$ cat src/psrb_pkg.sv
// Purpose: constants for the peripheral soft reset bank
// Assumes: 32-bit register port, byte offsets
// Notes: reserved bits read as zero
package psrb_pkg;
  // ------------------------------------------------------------
  // register offsets
  // ------------------------------------------------------------
  localparam logic [7:0] PSRB_HS_OFFSET = 8'h0c;
  localparam logic [7:0] PSRB_LS_OFFSET = 8'h10;
  // ------------------------------------------------------------
  // reset values
  // ------------------------------------------------------------
  localparam logic [31:0] PSRB_HS_RESET = 32'h0000_0000;
  localparam logic [31:0] PSRB_LS_RESET = 32'h0000_0000;
  // ------------------------------------------------------------
  // writable bit masks
  // ------------------------------------------------------------
  localparam logic [31:0] PSRB_HS_MASK = 32'h0000_5e7d;
  localparam logic [31:0] PSRB_LS_MASK = 32'h3e7e_c000;
  // ------------------------------------------------------------
  // high-speed field positions
  // ------------------------------------------------------------
  localparam int PSRB_HS_ALTFUNC_IO = 0;
  localparam int PSRB_HS_IO_PORT_A = 2;
  localparam int PSRB_HS_IO_PORT_E = 6;
  localparam int PSRB_HS_CONV_A = 9;
  localparam int PSRB_HS_CONV_B = 10;
  localparam int PSRB_HS_ADV_TIMER = 11;
  localparam int PSRB_HS_SPI0 = 12;
  localparam int PSRB_HS_SERIAL0 = 14;
  // ------------------------------------------------------------
  // low-speed field positions
  // ------------------------------------------------------------
  localparam int PSRB_LS_SPI1 = 14;
  localparam int PSRB_LS_SPI2 = 15;
  localparam int PSRB_LS_SERIAL1 = 17;
  localparam int PSRB_LS_SERIAL4 = 20;
  localparam int PSRB_LS_TWO_WIRE_A = 21;
  localparam int PSRB_LS_TWO_WIRE_B = 22;
  localparam int PSRB_LS_CAN_A = 25;
  localparam int PSRB_LS_CAN_B = 26;
  localparam int PSRB_LS_BACKUP_IF = 27;
  localparam int PSRB_LS_POWER_CTRL = 28;
  localparam int PSRB_LS_ANALOG_OUT = 29;
endpackage : psrb_pkg
$ cat src/psrb_bank.sv
// Purpose: software-held reset lines for peripheral units
// Assumes: single bus clock, synchronous active-high reset
// Notes: outputs come straight from register flip-flops
`timescale 1ns/100ps
`default_nettype none

module psrb_bank
  import psrb_pkg::*;
(
  // clock and reset
  input wire logic i_ref_clk,
  input wire logic i_sys_rst,
  // register port
  input wire logic [7:0] i_addr,
  input wire logic [31:0] i_wdata,
  input wire logic i_wr,
  input wire logic i_rd,
  output logic [31:0] o_rdata,
  // high-speed group resets
  output logic o_altfunc_io_reset_bit,
  output logic [4:0] o_io_port_reset_bit,
  output logic o_converter_a_reset_bit,
  output logic o_converter_b_reset_bit,
  output logic o_adv_timer_reset_bit,
  output logic o_spi_unit0_reset_bit,
  output logic o_serial_port0_reset_bit,
  // low-speed group resets
  output logic o_spi_unit1_reset_bit,
  output logic o_spi_unit2_reset_bit,
  output logic [3:0] o_serial_port_reset_bit,
  output logic o_two_wire_a_reset_bit,
  output logic o_two_wire_b_reset_bit,
  output logic o_can_ctrl_a_reset_bit,
  output logic o_can_ctrl_b_reset_bit,
  output logic o_backup_if_reset_bit,
  output logic o_power_ctrl_reset_bit,
  output logic o_analog_out_reset_bit
);

  // ------------------------------------------------------------
  // state
  // ------------------------------------------------------------
  typedef struct packed {
    logic [31:0] hs;
    logic [31:0] ls;
    logic [31:0] rdata;
  } psrb_state_type;

  psrb_state_type st_q;
  psrb_state_type st_d;

  // ------------------------------------------------------------
  // next state
  // ------------------------------------------------------------
  always_comb begin
    st_d = st_q;
    st_d.rdata = 32'h0000_0000;
    if (i_wr && i_addr == PSRB_HS_OFFSET) begin
      st_d.hs = i_wdata & PSRB_HS_MASK;
    end
    if (i_wr && i_addr == PSRB_LS_OFFSET) begin
      st_d.ls = i_wdata & PSRB_LS_MASK;
    end
    if (i_rd) begin
      unique case (i_addr)
        PSRB_HS_OFFSET: st_d.rdata = st_q.hs;
        PSRB_LS_OFFSET: st_d.rdata = st_q.ls;
        default: st_d.rdata = 32'h0000_0000;
      endcase
    end
  end

  always_ff @(posedge i_ref_clk) begin
    if (i_sys_rst) begin
      st_q.hs <= PSRB_HS_RESET;
      st_q.ls <= PSRB_LS_RESET;
      st_q.rdata <= 32'h0000_0000;
    end else begin
      st_q <= st_d;
    end
  end

  // ------------------------------------------------------------
  // outputs
  // ------------------------------------------------------------
  assign o_rdata = st_q.rdata;
  assign o_altfunc_io_reset_bit = st_q.hs[PSRB_HS_ALTFUNC_IO];
  assign o_io_port_reset_bit = st_q.hs[PSRB_HS_IO_PORT_E:PSRB_HS_IO_PORT_A];
  assign o_converter_a_reset_bit = st_q.hs[PSRB_HS_CONV_A];
  assign o_converter_b_reset_bit = st_q.hs[PSRB_HS_CONV_B];
  assign o_adv_timer_reset_bit = st_q.hs[PSRB_HS_ADV_TIMER];
  assign o_spi_unit0_reset_bit = st_q.hs[PSRB_HS_SPI0];
  assign o_serial_port0_reset_bit = st_q.hs[PSRB_HS_SERIAL0];
  assign o_spi_unit1_reset_bit = st_q.ls[PSRB_LS_SPI1];
  assign o_spi_unit2_reset_bit = st_q.ls[PSRB_LS_SPI2];
  assign o_serial_port_reset_bit = st_q.ls[PSRB_LS_SERIAL4:PSRB_LS_SERIAL1];
  assign o_two_wire_a_reset_bit = st_q.ls[PSRB_LS_TWO_WIRE_A];
  assign o_two_wire_b_reset_bit = st_q.ls[PSRB_LS_TWO_WIRE_B];
  assign o_can_ctrl_a_reset_bit = st_q.ls[PSRB_LS_CAN_A];
  assign o_can_ctrl_b_reset_bit = st_q.ls[PSRB_LS_CAN_B];
  assign o_backup_if_reset_bit = st_q.ls[PSRB_LS_BACKUP_IF];
  assign o_power_ctrl_reset_bit = st_q.ls[PSRB_LS_POWER_CTRL];
  assign o_analog_out_reset_bit = st_q.ls[PSRB_LS_ANALOG_OUT];

  // ------------------------------------------------------------
  // checks
  // ------------------------------------------------------------
  property p_hold_value;
    @(posedge i_ref_clk) disable iff (i_sys_rst)
      !(i_wr && (i_addr == PSRB_LS_OFFSET)) |=> ($stable(st_q.ls) || $past(i_sys_rst));
  endproperty
  a_hold_value: assert property (p_hold_value) else $error("ls reg changed without write");

  property p_io_ports;
    @(posedge i_ref_clk) disable iff (i_sys_rst)
      (i_wr && i_addr == PSRB_HS_OFFSET) |=> (o_io_port_reset_bit == $past(i_wdata[6:2]));
  endproperty
  a_io_ports: assert property (p_io_ports) else $error("io port resets wrong");

  property p_altfunc;
    @(posedge i_ref_clk) disable iff (i_sys_rst)
      (i_wr && i_addr == PSRB_HS_OFFSET) |=> (o_altfunc_io_reset_bit == $past(i_wdata[0]));
  endproperty
  a_altfunc: assert property (p_altfunc) else $error("altfunc reset wrong");

  property p_power;
    @(posedge i_ref_clk) disable iff (i_sys_rst)
      (i_wr && i_addr == PSRB_LS_OFFSET) |=> (o_power_ctrl_reset_bit == $past(i_wdata[28]));
  endproperty
  a_power: assert property (p_power) else $error("power ctrl reset wrong");

  property p_backup;
    @(posedge i_ref_clk) disable iff (i_sys_rst)
      (i_wr && i_addr == PSRB_LS_OFFSET) |=> (o_backup_if_reset_bit == $past(i_wdata[27]));
  endproperty
  a_backup: assert property (p_backup) else $error("backup if reset wrong");

  property p_can;
    @(posedge i_ref_clk) disable iff (i_sys_rst)
      (i_wr && i_addr == PSRB_LS_OFFSET)
        |=> ({o_can_ctrl_b_reset_bit, o_can_ctrl_a_reset_bit} == $past(i_wdata[26:25]));
  endproperty
  a_can: assert property (p_can) else $error("can resets wrong");

  property p_reserved;
    @(posedge i_ref_clk) disable iff (i_sys_rst)
      i_rd ##1 1'b1 |-> ((o_rdata & ~PSRB_HS_MASK & ~PSRB_LS_MASK) == 32'h0000_0000);
  endproperty
  a_reserved: assert property (p_reserved) else $error("reserved bits read nonzero");

  property p_reset_clear;
    @(posedge i_ref_clk) i_sys_rst |=> (o_power_ctrl_reset_bit == 1'b0 && o_rdata == 32'h0);
  endproperty
  a_reset_clear: assert property (p_reset_clear) else $error("not clear after reset");

  property p_readback;
    @(posedge i_ref_clk) disable iff (i_sys_rst)
      (i_rd && i_addr == PSRB_LS_OFFSET) |=> (o_rdata == {2'b00, o_analog_out_reset_bit,
        o_power_ctrl_reset_bit, o_backup_if_reset_bit, o_can_ctrl_b_reset_bit,
        o_can_ctrl_a_reset_bit, 2'b00, o_two_wire_b_reset_bit, o_two_wire_a_reset_bit,
        o_serial_port_reset_bit, 1'b0, o_spi_unit2_reset_bit, o_spi_unit1_reset_bit, 14'h0000});
  endproperty
  a_readback: assert property (p_readback) else $error("ls readback mismatch");

  property p_release;
    @(posedge i_ref_clk) disable iff (i_sys_rst)
      (i_wr && i_addr == PSRB_HS_OFFSET && !i_wdata[14]) |=> !o_serial_port0_reset_bit;
  endproperty
  a_release: assert property (p_release) else $error("serial0 not released");

  property p_hold_hs;
    @(posedge i_ref_clk) disable iff (i_sys_rst)
      !(i_wr && (i_addr == PSRB_HS_OFFSET)) |=> ($stable(st_q.hs) || $past(i_sys_rst));
  endproperty
  a_hold_hs: assert property (p_hold_hs) else $error("hs reg changed");

  property p_hs_keep_mask;
    @(posedge i_ref_clk) disable iff (i_sys_rst)
      (st_q.hs & ~PSRB_HS_MASK) == 32'h0000_0000;
  endproperty
  a_hs_keep_mask: assert property (p_hs_keep_mask) else $error("hs reserved set");

  property p_ls_keep_mask;
    @(posedge i_ref_clk) disable iff (i_sys_rst)
      (st_q.ls & ~PSRB_LS_MASK) == 32'h0000_0000;
  endproperty
  a_ls_keep_mask: assert property (p_ls_keep_mask) else $error("ls reserved set");

  property p_hs_read;
    @(posedge i_ref_clk) disable iff (i_sys_rst)
      (i_rd && i_addr == PSRB_HS_OFFSET) |=> (o_rdata == $past(st_q.hs));
  endproperty
  a_hs_read: assert property (p_hs_read) else $error("hs read wrong");

  property p_ls_read;
    @(posedge i_ref_clk) disable iff (i_sys_rst)
      (i_rd && i_addr == PSRB_LS_OFFSET) |=> (o_rdata == $past(st_q.ls));
  endproperty
  a_ls_read: assert property (p_ls_read) else $error("ls read wrong");

  property p_hs_read_rsvd;
    @(posedge i_ref_clk) disable iff (i_sys_rst)
      (i_rd && i_addr == PSRB_HS_OFFSET) |=> ((o_rdata & ~PSRB_HS_MASK) == 32'h0000_0000);
  endproperty
  a_hs_read_rsvd: assert property (p_hs_read_rsvd) else $error("hs rsvd read");

  property p_ls_read_rsvd;
    @(posedge i_ref_clk) disable iff (i_sys_rst)
      (i_rd && i_addr == PSRB_LS_OFFSET) |=> ((o_rdata & ~PSRB_LS_MASK) == 32'h0000_0000);
  endproperty
  a_ls_read_rsvd: assert property (p_ls_read_rsvd) else $error("ls rsvd read");

  property p_unmapped_read;
    @(posedge i_ref_clk) disable iff (i_sys_rst)
      (i_rd && i_addr != PSRB_HS_OFFSET && i_addr != PSRB_LS_OFFSET)
        |=> (o_rdata == 32'h0000_0000);
  endproperty
  a_unmapped_read: assert property (p_unmapped_read) else $error("unmapped read");

  property p_unmapped_write;
    @(posedge i_ref_clk) disable iff (i_sys_rst)
      (i_wr && i_addr != PSRB_HS_OFFSET && i_addr != PSRB_LS_OFFSET)
        |=> ($stable(st_q.hs) && $stable(st_q.ls));
  endproperty
  a_unmapped_write: assert property (p_unmapped_write) else $error("unmapped wr");

  property p_rdata_idle;
    @(posedge i_ref_clk) disable iff (i_sys_rst)
      !i_rd |=> (o_rdata == 32'h0000_0000);
  endproperty
  a_rdata_idle: assert property (p_rdata_idle) else $error("rdata not idle");

  property p_conv;
    @(posedge i_ref_clk) disable iff (i_sys_rst)
      (i_wr && i_addr == PSRB_HS_OFFSET)
        |=> ({o_converter_b_reset_bit, o_converter_a_reset_bit} == $past(i_wdata[10:9]));
  endproperty
  a_conv: assert property (p_conv) else $error("converter resets wrong");

  property p_timer;
    @(posedge i_ref_clk) disable iff (i_sys_rst)
      (i_wr && i_addr == PSRB_HS_OFFSET) |=> (o_adv_timer_reset_bit == $past(i_wdata[11]));
  endproperty
  a_timer: assert property (p_timer) else $error("timer reset wrong");

  property p_spi0;
    @(posedge i_ref_clk) disable iff (i_sys_rst)
      (i_wr && i_addr == PSRB_HS_OFFSET) |=> (o_spi_unit0_reset_bit == $past(i_wdata[12]));
  endproperty
  a_spi0: assert property (p_spi0) else $error("spi0 reset wrong");

  property p_serial0;
    @(posedge i_ref_clk) disable iff (i_sys_rst)
      (i_wr && i_addr == PSRB_HS_OFFSET) |=> (o_serial_port0_reset_bit == $past(i_wdata[14]));
  endproperty
  a_serial0: assert property (p_serial0) else $error("serial0 reset wrong");

  property p_spi_ls;
    @(posedge i_ref_clk) disable iff (i_sys_rst)
      (i_wr && i_addr == PSRB_LS_OFFSET)
        |=> ({o_spi_unit2_reset_bit, o_spi_unit1_reset_bit} == $past(i_wdata[15:14]));
  endproperty
  a_spi_ls: assert property (p_spi_ls) else $error("spi1/2 resets wrong");

  property p_serial_ls;
    @(posedge i_ref_clk) disable iff (i_sys_rst)
      (i_wr && i_addr == PSRB_LS_OFFSET) |=> (o_serial_port_reset_bit == $past(i_wdata[20:17]));
  endproperty
  a_serial_ls: assert property (p_serial_ls) else $error("serial resets wrong");

  property p_two_wire;
    @(posedge i_ref_clk) disable iff (i_sys_rst)
      (i_wr && i_addr == PSRB_LS_OFFSET)
        |=> ({o_two_wire_b_reset_bit, o_two_wire_a_reset_bit} == $past(i_wdata[22:21]));
  endproperty
  a_two_wire: assert property (p_two_wire) else $error("two-wire resets wrong");

  property p_analog;
    @(posedge i_ref_clk) disable iff (i_sys_rst)
      (i_wr && i_addr == PSRB_LS_OFFSET) |=> (o_analog_out_reset_bit == $past(i_wdata[29]));
  endproperty
  a_analog: assert property (p_analog) else $error("analog out reset wrong");

  property p_power_release;
    @(posedge i_ref_clk) disable iff (i_sys_rst)
      (i_wr && i_addr == PSRB_LS_OFFSET && !i_wdata[28]) |=> !o_power_ctrl_reset_bit;
  endproperty
  a_power_release: assert property (p_power_release) else $error("power not freed");

  property p_ports_release;
    @(posedge i_ref_clk) disable iff (i_sys_rst)
      (i_wr && i_addr == PSRB_HS_OFFSET && i_wdata[6:2] == 5'h00)
        |=> (o_io_port_reset_bit == 5'h00);
  endproperty
  a_ports_release: assert property (p_ports_release) else $error("ports not freed");

  property p_reset_regs;
    @(posedge i_ref_clk)
      i_sys_rst |=> (st_q.hs == PSRB_HS_RESET && st_q.ls == PSRB_LS_RESET);
  endproperty
  a_reset_regs: assert property (p_reset_regs) else $error("regs not cleared");

endmodule : psrb_bank

`default_nettype wire

$ cat config.mk
export PLATFORM = sky130hd
export DESIGN_NAME = psrb_bank
export DESIGN_NICKNAME = d
export VERILOG_FILES = /design/src/psrb_pkg.sv /design/src/psrb_bank.sv
export SDC_FILE = /design/constraint.sdc
export NUM_CORES = 1
export LEC_CHECK = 0
export BUFFER_PORTS_ARGS = -buffer_cell sky130_fd_sc_hd__buf_2
export CELL_PAD_IN_SITES_DETAIL_PLACEMENT = 0
export CELL_PAD_IN_SITES_GLOBAL_PLACEMENT = 2
export CORE_MARGIN = 1.5
export CORE_UTILIZATION = 26
export DETAILED_ROUTE_END_ITERATION = 6
export PLACE_DENSITY_LB_ADDON = 0.1
export SETUP_SLACK_MARGIN = 0.3
export SLEW_MARGIN = 20
export SYNTH_ARGS = -nofsm -noshare
export SYNTH_HDL_FRONTEND = slang
export SYNTH_SLANG_ARGS = --single-unit
$ cat constraint.sdc
create_clock -name i_ref_clk -period 1.8 [get_ports i_ref_clk]
set_clock_uncertainty 0.05 [all_clocks]
set_input_delay 0.18 -clock i_ref_clk [delete_from_list [all_inputs] [get_ports i_ref_clk]]
set_output_delay 0.18 -clock i_ref_clk [all_outputs]
set_load 0.02 [all_outputs]
==> results.tsv, run 1 <==
stage	metric	value	unit
clock_network	hold_buf cts	0	
global_route	met2 Resource Use GR	17.3	%
route	Vias	1378	
route	WL/cell	11.3	um
final_layout	antenna cell count	0	
placed_design	Post-DP Area	2390	um^2
logic_synthesis	number of distinct library cells after synthesis	18	
die	I/O pin count	100	
worst_setup_path	Setup CP Type	input port to flip-flop	
timing	unrepaired setup endpoints after global routing	false	
timing	setup TNS	0	ps
route	DRC viols	0	
global_route	GRT Residual Overflow	0	
clock_network	CTS Sinks	47	
die	Core ar.	6910	um^2
timing	Final Hold Fails	0	
timing	Tmin final	1290	ps
global_route	vias in the first global route	1266	
route	post-route ant nets	0	
final_layout	nets@finish	299	
run	max_cap viols	0	
worst_setup_path	Critical Path RT	1990	ps
timing	post-route clock period utilization	71.7	%
outcome	status	finished clean	
logic_synthesis	Synth warnings	0	
clock_network	clock transition at the registers of the reported paths	90	ps
worst_setup_path	Crit Reg-Reg Startpoint	o_serial_port0_reset_bit$_SDFFE_PP0P_	
global_route	GR peak layer	met2	
timing	Slew Limit Fails	0	
worst_setup_path	nature of the critical path startpoint	input port	
route	DRT Pass-1 Iters	4	
logic_synthesis	Post-Synthesis Cells	172	
worst_setup_path	slowest stage delay, CP	610	ps
final_layout	post-route cell area	2490	um^2
placed_design	DPL Wire Length	2.85	mm
die	Die Wd	88.4	um
global_route	largest net degree at the start of global routing	48	
timing	WHS	86.9	ps
global_route	initial antenna violation count	0	
logic_synthesis	Netlist Area Pre-Place	1890	um^2
worst_setup_path	largest fanout on the critical path	10	
global_route	first-pass GRT wire length	6.15	mm
clock_network	worst skew pair latency	290	ps
die	row count	30	
logic_synthesis	Post-synth top flop	dfxtp_1	
placed_design	GPL Wtd Cong	0.708	
power	Peak VDD IR	0.460	mV
worst_setup_path	R2R cell count	2	
worst_setup_path	CP endpoint	o_rdata[12]$_SDFF_PP0_	
placed_design	PortBufs	81	
logic_synthesis	register bit total from synthesis	47	
worst_hold_path	Worst Hold Class	input port to flip-flop	
clock_network	largest buffer count on any clock path	2	
timing	final count of negative-setup-slack endpoints	0	
clock_network	CTS Buf Count	5	
final_layout	share of cells above drive strength 1	38.4	%
logic_synthesis	sequential area share after synthesis	49.7	%
die	Die Span Y	88.4	um
route	Total Wirelength	3.96	mm
global_route	GR Util met1	12.8	%
final_layout	Finished Core Util	36.1	%
clock_network	CTS tree	built	
placed_design	Setup WS pre-CTS	183	ps
clock_network	Post-CTS Setup Inserts	0	
final_layout	Area Overhead vs Synth	31.5	%
worst_setup_path	CP cell instances	buf_2, or4_4, nor4_4, buf_4, and2_1	
route	vias per std cell	3.93	
worst_setup_path	worst setup path start	i_addr[1]	
die	initial core utilization	27.4	%
die	Die ar.	7810	um^2
worst_setup_path	critical path capture point type	flip-flop	
power	power density over the cells	762	nW/um^2
clock_network	CTS Root Cell	clkbuf_8	
logic_synthesis	EDFF count, synth	0	
worst_setup_path	crit path max-delay cell type	or4_4	
route	initial drt markers	22	
worst_setup_path	Critical Path AT	1480	ps
global_route	met3 Track Usage GR	3.54	%
timing	worst setup margin	509	ps
power	Static Leak	1.13	nW
worst_setup_path	reg2reg setup slack	740	ps
global_route	Tot GR Track Use	10.4	%
logic_synthesis	Async SR Flop Fraction	0	%
clock_network	H-tree depth	2	
logic_synthesis	Mapped Avg Cell Area	11.0	um^2
worst_setup_path	RR Endpoint	o_rdata[14]$_SDFF_PP0_	
timing	top achievable clock speed	0.775	GHz
clock_network	# resized after CTS	0	
-- routing by layer --
layer / routed length [um] / part of all wire (%)
met1: 1750 / 44
met4: 40 / 1.0
met3: 301 / 7.6
met2: 1860 / 47
met5: 0 / 0
-- placed cells by master (no fill, tap or decap) --
master / instances
dfxtp_1: 47
mux2i_1: 24
or4_4: 1
bufinv_16: 1
nor4_4: 2
buf_12: 3
clkbuf_1: 1
nand3_1: 1
nor2_1: 1
or3b_2: 1
nor3_4: 2
a2111oi_0: 1
nand3b_1: 1
conb_1: 9
and2_1: 22
nand4b_1: 1
nand2b_1: 49
clkbuf_8: 5
buf_2: 81
buf_4: 2
-- layout make-up --
| class | count | area [um^2] |
|---|---|---|
| clock buffer | 6 | 72.6 |
| clock inverter | 1 | 30.0 |
| timing repair buffer | 86 | 480 |
| tap | 96 | 120 |
| fill | 749 | 4420 |
| multi-input combinational | 115 | 847 |
| sequential | 47 | 941 |
-- worst min-delay path by stage --
stage / cells past startpoint / slack, ps / end / start
floorplan: 1 / 220 / o_rdata[14]$_SDFF_PP0_ / i_addr[6]
global route: 3 / 80 / o_serial_port_reset_bit[3]$_SDFFE_PP0P_ / i_wdata[20]
CTS: 3 / 70 / o_serial_port_reset_bit[3]$_SDFFE_PP0P_ / i_wdata[20]
detailed placement: 3 / 400 / o_serial_port_reset_bit[3]$_SDFFE_PP0P_ / i_wdata[20]
finish: 3 / 90 / o_serial_port_reset_bit[3]$_SDFFE_PP0P_ / i_wdata[20]
global placement: 3 / 400 / o_can_ctrl_b_reset_bit$_SDFFE_PP0P_ / i_wdata[26]
-- through the flow --
stage               cells  power [W]
global route          351    0.00199
detailed placement    344    0.00118
finish                351    0.00190
global placement      344    0.00118
CTS                   351    0.00194
floorplan             180    0.00115
-- cells by family after synthesis --
| family | count (synthesis) | synth area share, % |
|---|---|---|
| other | 1 | 0.198 |
| and+or+nand+nor | 81 | 29.8 |
| DFF | 47 | 49.7 |
| muxes | 24 | 12.7 |
| AOI/OAI and AO/OA | 1 | 0.462 |
| buffers and inverters | 18 | 7.20 |
-- critical path, delay by kind of cell --
| kind | cells | cell delay (ps) |
|---|---|---|
| AND/OR/NAND/NOR | 3 | 1000 |
| buffers and inverters | 2 | 290 |
-- flip-flops by register name, indices dropped and copies added, names as in the netlist --
register                  count
o_rdata                      23
o_io_port_reset_bit           5
o_serial_port_reset_bit       4
o_adv_timer_reset_bit         1
o_altfunc_io_reset_bit        1
o_analog_out_reset_bit        1
o_backup_if_reset_bit         1
o_can_ctrl_a_reset_bit        1
o_can_ctrl_b_reset_bit        1
o_converter_a_reset_bit       1
o_converter_b_reset_bit       1
o_power_ctrl_reset_bit        1
o_serial_port0_reset_bit      1
o_spi_unit0_reset_bit         1
o_spi_unit1_reset_bit         1
o_spi_unit2_reset_bit         1
o_two_wire_a_reset_bit        1
o_two_wire_b_reset_bit        1
-- synth_stat cells, types with 2 or more instances --
cell type | n | area [um^2]
and2_1 | 22 | 138
dfxtp_1 | 47 | 941
nor3_4 | 2 | 32.5
mux2i_1 | 24 | 240
clkbuf_1 | 5 | 18.8
nor4_4 | 2 | 42.5
nand2b_1 | 49 | 307
buf_4 | 10 | 75.1
buf_6 | 2 | 22.5
-- power breakdown --
| group | internal, W | leakage, nW | switching, W |
|---|---|---|---|
| Sequential | 0.00104 | 0.378 | 0.000000445 |
| Clock | 0.000408 | 0.0513 | 0.000336 |
| Combinational | 0.0000545 | 0.700 | 0.0000609 |
| Total | 0.00150 | 1.13 | 0.000398 |
(Power assumes the default switching activity.)
==> run 2, diff against run 1 <==
ABC_AREA = 1   (was default)
CORE_UTILIZATION = 24   (was 26)
clock period = 1.2 ns   (was 1.8 ns; I/O delays follow)
==> run 2 against run 1 <==
Non-clock buffer count increased by 31. Clock-buffer cell count unchanged. First-iteration DRC count increased by 77%. Synthesized cell count increased by 41%. Critical endpoint is now o_io_port_reset_bit[3]. Largest cell class is now buffers.
==> results.tsv, run 2 <==
stage	metric	value	unit
worst_hold_path	Worst Hold Class	input port to flip-flop	
route	DRT Pass-1 Iters	4	
die	I/O pin count	100	
final_layout	register area	1000	um^2
outcome	status	finished clean	
worst_setup_path	Critical Path RT	1030	ps
worst_setup_path	crit path max-delay cell type	dfxtp_2	
worst_setup_path	nature of the critical path startpoint	flip-flop	
worst_setup_path	R2R cell count	4	
worst_setup_path	Crit Reg-Reg Startpoint	o_io_port_reset_bit[1]$_SDFFE_PP0P_	
placed_design	DPL Wire Length	3.28	mm
route	Vias	1798	
worst_setup_path	Largest delay share family, worst path	flip-flops	
route	post-route ant nets	0	
global_route	largest net degree at the start of global routing	49	
final_layout	Area Overhead vs Synth	66.5	%
route	vias per std cell	3.96	
logic_synthesis	register bit total from synthesis	47	
logic_synthesis	Mapped Avg Cell Area	8.08	um^2
logic_synthesis	Async SR Flop Fraction	0	%
placed_design	GPL Wtd Cong	0.676	
global_route	vias in the first global route	1691	
final_layout	max FFs per register	23	
timing	Final Hold Fails	0	
power	Peak VDD IR	0.390	mV
clock_network	clock transition at the registers of the reported paths	80	ps
timing	Tmin final	937	ps
worst_setup_path	CP cell instances	buf_6	
global_route	initial antenna violation count	0	
worst_setup_path	Critical Path AT	770	ps
clock_network	CTS Sinks	47	
logic_synthesis	most frequent cell after synthesis	dfxtp_1	
route	DRC viols	0	
die	Die ar.	8740	um^2
clock_network	H-tree depth	2	
logic_synthesis	Yosys top cell area share	47.9	%
clock_network	CTS tree	built	
worst_setup_path	reg2reg setup slack	310	ps
timing	top achievable clock speed	1.07	GHz
logic_synthesis	Yosys top cell by area	dfxtp_1	
final_layout	Fill cells	857	
timing	final count of negative-setup-slack endpoints	0	
logic_synthesis	Commonest cells post-synth	dfxtp_1 (47), nand2_1 (41), nor2_1 (38)	
worst_setup_path	slowest stage delay, CP	360	ps
logic_synthesis	number of distinct library cells after synthesis	18	
logic_synthesis	Post-synth top flop	dfxtp_1	
logic_synthesis	Post-Synthesis Cells	243	
timing	unrepaired setup endpoints after global routing	true	
die	Core ar.	7810	um^2
final_layout	antenna cell count	0	
worst_hold_path	worst min-delay path endpoint	o_power_ctrl_reset_bit$_SDFFE_PP0P_	
logic_synthesis	sequential area share after synthesis	47.9	%
global_route	first-pass GRT wire length	8.24	mm
clock_network	worst skew pair latency	300	ps
worst_setup_path	largest fanout on the critical path	3	
power	Static Leak	1.53	nW
clock_network	CTS Root Cell	clkbuf_8	
worst_setup_path	WP buf/inv	1	
worst_setup_path	Setup CP Type	flip-flop to output pin	
run	max_cap viols	0	
final_layout	most frequent cells in the layout	dfxtp_2 (47), buf_6 (47), nand2_1 (39)	
worst_setup_path	RR Endpoint	o_io_port_reset_bit[1]$_SDFFE_PP0P_	
logic_synthesis	EDFF count, synth	0	
clock_network	CTS Buf Count	5	
worst_hold_path	Hold Startpoint	i_wdata[28]	
final_layout	share of cells above drive strength 1	58.8	%
logic_synthesis	Netlist Area Pre-Place	1960	um^2
clock_network	largest buffer count on any clock path	2	
global_route	GRT Residual Overflow	0	
timing	Slew Limit Fails	0	
die	row count	32	
timing	setup TNS	0	ps
power	power density over the cells	902	nW/um^2
final_layout	Multi-input gate area	868	um^2
placed_design	PortBufs	81	
die	Die Span Y	93.5	um
logic_synthesis	Synth warnings	0	
route	Total Wirelength	5.09	mm
worst_hold_path	hold path depth	5	
timing	WHS	69.4	ps
global_route	Tot GR Track Use	12.2	%
logic_synthesis	top post-synthesis cells by area	dfxtp_1 (48%), nand2_1 (7.8%), nor2_1 (7.3%), nor3b_2 (7.0%), a21oi_1 (6.1%)	
die	initial core utilization	25.2	%
timing	post-route clock period utilization	78.1	%
clock_network	hold_buf cts	0	
route	initial drt markers	39	
route	WL/cell	11.2	um
worst_setup_path	critical path capture point type	output pin	
final_layout	nets@finish	396	
die	Die Wd	93.5	um
## run 2: cell count changes in the layout (fill, tap and decap cells not counted), moves of 22 or more
cell      previous run  this run
a21oi_1              0        24
and2_1              22         0
buf_2               81        33
buf_4                2        29
buf_6                0        47
dfxtp_1             47         0
dfxtp_2              0        47
inv_1                0        24
mux2i_1             24         0
nand2_1              0        39
nand2b_1            49         0
nor2_1               1        35
## run 2: worst max-delay path by stage
stage	start	to	slack (ps)	cells after the start
floorplan	i_addr[4]	o_analog_out_reset_bit$_SDFFE_PP0P_	240	8
global placement	i_addr[4]	o_two_wire_a_reset_bit$_SDFFE_PP0P_	20	9
detailed placement	i_addr[4]	o_two_wire_a_reset_bit$_SDFFE_PP0P_	10	9
CTS	o_io_port_reset_bit[3]$_SDFFE_PP0P_	o_io_port_reset_bit[3]	250	1
global route	o_altfunc_io_reset_bit$_SDFFE_PP0P_	o_altfunc_io_reset_bit	210	1
finish	o_io_port_reset_bit[3]$_SDFFE_PP0P_	o_io_port_reset_bit[3]	260	1
## run 2: logic make-up after synthesis
family / share of synthesized area [%]
DFF: 47.9
other: 0.191
AOI/OAI and AO/OA: 6.56
buffers and inverters: 13.9
and+or+nand+nor: 31.5
## run 2: timing repair
item / in CTS / in global routing
pin swaps: 0 / 2
setup endpoints to repair: 47 / 56
resized for setup: 141 / 1
setup buffers: 21 / 5
## run 2: area by class of cell
class | instances | share of cell area (%)
timing repair buffer | 117 | 32.4
sequential | 47 | 30.6
multi-input combinational | 153 | 26.5
tap | 102 | 3.90
inverter | 28 | 3.44
clock buffer | 6 | 2.22
clock inverter | 1 | 0.918
## run 2: metal layers
layer | vias to the layer above | share of wire, % | routed length, um | global-route usage [%]
met3 | 5 | 7.0 | 355 | 4.47
li1 | 954 | - | - | -
met5 | - | 0 | 0 | 0
met1 | 786 | 44 | 2250 | 15.0
met4 | 0 | 1.5 | 77 | 4.17
met2 | 53 | 47 | 2400 | 19.4
## run 2: where the power goes
part / switching [W] / total [W] / internal, W
registers: 0.00000138 / 0.00156 / 0.00156
logic: 0.000158 / 0.000252 / 0.0000939
clock network: 0.000526 / 0.00114 / 0.000611
## run 2: through the flow
stage	util [%]	worst slack (ps)	power, W	area (um^2)	std cells
global route	41.9	214	0.00310	3270	454
global placement	33.4	20.5	0.00185	2610	421
floorplan	-	243	0.00176	2090	251
finish	41.9	263	0.00295	3270	454
CTS	41.2	247	0.00300	3220	449
detailed placement	33.4	10.2	0.00185	2610	421
==> run 3, diff against run 2 <==
ABC_AREA = 0   (was 1)
CORE_UTILIZATION = 26   (was 24)
clock period = 0.9 ns   (was 1.2 ns; I/O delays follow)
==> run 3 against run 2 <==
The flow now finishes with violations (negative hold slack, negative setup slack). Clock power grew 9.6%. Clock-buffer cell count shrank 1. Via count shrank 15%. Global-route usage shrank 0.11 points. Sequential share of layout area grew 1.6 points. Critical endpoint is now o_io_port_reset_bit[1]$_SDFFE_PP0P_.
==> results.tsv, run 3 (synthesis results as in run 1) <==
stage	metric	value	unit
clock_network	worst skew pair latency	300	ps
clock_network	CTS Buf Count	5	
timing	post-route clock period utilization	133	%
die	Die Wd	88.4	um
route	Total Wirelength	4.47	mm
run	max_cap viols	0	
final_layout	Area Overhead vs Synth	63.9	%
timing	Slew Limit Fails	0	
route	vias per std cell	3.96	
power	Int Pwr	0.00274	W
global_route	GRT Residual Overflow	0	
power	switching power total	0.000849	W
outcome	status	finished, violations left	
timing	unrepaired setup endpoints after global routing	true	
global_route	first-pass GRT wire length	6.98	mm
clock_network	CTS Root Cell	clkbuf_8	
route	DRT Pass-1 Iters	3	
power	combinational share of power	7.2	%
die	Core ar.	6910	um^2
global_route	initial antenna violation count	0	
timing	final count of negative-setup-slack endpoints	60	
worst_setup_path	largest fanout on the critical path	10	
placed_design	GPL Wtd Cong	0.754	
worst_setup_path	Critical Path RT	1080	ps
global_route	vias in the first global route	1484	
worst_hold_path	Worst Hold Class	input port to flip-flop	
final_layout	max FFs per register	23	
final_layout	Fill cells	710	
outcome	violated checks	negative hold slack, negative setup slack	
timing	setup TNS	-12990	ps
worst_setup_path	crit path max-delay cell type	or4_4	
worst_setup_path	nature of the critical path startpoint	input port	
final_layout	antenna cell count	0	
timing	Final Hold Fails	19	
global_route	Tot GR Track Use	12.1	%
timing	Tmin final	1200	ps
power	Reg power frac	57.9	%
final_layout	most common cell after layout, fill and taps aside	buf_6	
clock_network	CTS tree	built	
final_layout	share of cells above drive strength 1	62.8	%
die	Die ar.	7810	um^2
clock_network	H-tree depth	2	
final_layout	most frequent cells in the layout	buf_6 (52), nand2b_1 (49), dfxtp_2 (47)	
timing	top achievable clock speed	0.833	GHz
final_layout	nets@finish	332	
route	initial drt markers	46	
worst_setup_path	slowest stage delay, CP	610	ps
final_layout	Finished Core Util	44.9	%
route	Vias	1520	
power	Design Power	0.00359	W
clock_network	clock transition at the registers of the reported paths	90	ps
power	power density over the cells	1160	nW/um^2
die	Die Span Y	88.4	um
worst_setup_path	CP cell instances	buf_6, or4_4, nor3_4, buf_12, mux2i_1	
placed_design	DPL Wire Length	2.99	mm
worst_setup_path	Critical Path AT	1380	ps
clock_network	largest buffer count on any clock path	2	
route	WL/cell	11.7	um
power	Peak VDD IR	0.567	mV
die	row count	30	
route	DRC viols	0	
worst_setup_path	critical path capture point type	flip-flop	
placed_design	PortBufs	81	
timing	WHS	-16.2	ps
global_route	largest net degree at the start of global routing	48	
route	post-route ant nets	0	
clock_network	CTS Sinks	47	
die	initial core utilization	27.4	%
power	Static Leak	1.36	nW
power	Sw Ratio	23.7	%
die	I/O pin count	100	
power	clock power share	34.9	%
worst_setup_path	Setup CP Type	input port to flip-flop	
timing	worst setup margin	-300	ps
-- run 3: cell count changes in the layout (fill, tap and decap cells not counted), sizes merged, moves of 23 or more --
cell,delta
nand2b,+49
nand3,-23
mux2i,+24
a21oi,-25
nor2,-41
inv,-28
nand2,-42
-- run 3: worst paths after layout --
path | slack [ps] | from | cells after the start | endpoint
min reg2reg | 440 | o_can_ctrl_a_reset_bit$_SDFFE_PP0P_ | 1 | o_rdata[25]$_SDFF_PP0_
min | -20 | i_wdata[10] | 3 | o_converter_b_reset_bit$_SDFFE_PP0P_
max | -300 | i_addr[1] | 5 | o_io_port_reset_bit[1]$_SDFFE_PP0P_
max reg2reg | -20 | o_serial_port0_reset_bit$_SDFFE_PP0P_ | 2 | o_rdata[14]$_SDFF_PP0_
-- run 3: what timing repair did --
item                                   CTS  global route
setup endpoints to repair               94            94
setup buffers                           22             4
pin swaps                                0             0
gates resized for setup                146             4
endpoints found under the hold margin   22            14
-- run 3: critical path: cells and delay by family --
kind / cells / cell delay (ps)
AND/OR/NAND/NOR: 2 / 830
buffers and inverters: 2 / 270
multiplexers: 1 / 180
-- run 3: power by group through the flow --
stage,clock network [W],registers (W),logic (W)
after floorplan,0,0.00213,0.000165
after global placement,0,0.00213,0.000250
after detailed placement,0,0.00213,0.000248
after CTS,0.00130,0.00208,0.000260
after global routing,0.00140,0.00208,0.000282
final,0.00125,0.00208,0.000258
-- run 3: metal layers --
metal	vias up	GRT usage, %	wire (um)
li1	763	-	-
met1	704	13.7	1860
met4	0	5.97	78
met2	45	20.6	2290
met5	-	0	0
met3	8	3.54	250
-- run 3: layout make-up --
class / count / area, um^2 / share of cell area [%]
Timing Repair Buffer: 119 / 1040 / 33.6
Sequential cell: 47 / 1000 / 32.2
Multi-Input combinational cell: 115 / 858 / 27.7
Tap cell: 96 / 120 / 3.87
Clock buffer: 5 / 68.8 / 2.22
Clock inverter: 2 / 13.8 / 0.443
-- run 3: through the flow --
| step | instances | setup WS (ps) | cell area (um^2) |
|---|---|---|---|
| 2_1_floorplan | 180 | -552 | 1920 |
| 3_3_place_gp | 351 | -620 | 2440 |
| 3_5_place_dp | 351 | -636 | 2440 |
| 4_1_cts | 380 | -303 | 3060 |
| 5_1_grt | 384 | -373 | 3100 |
| 6_report | 384 | -300 | 3100 |
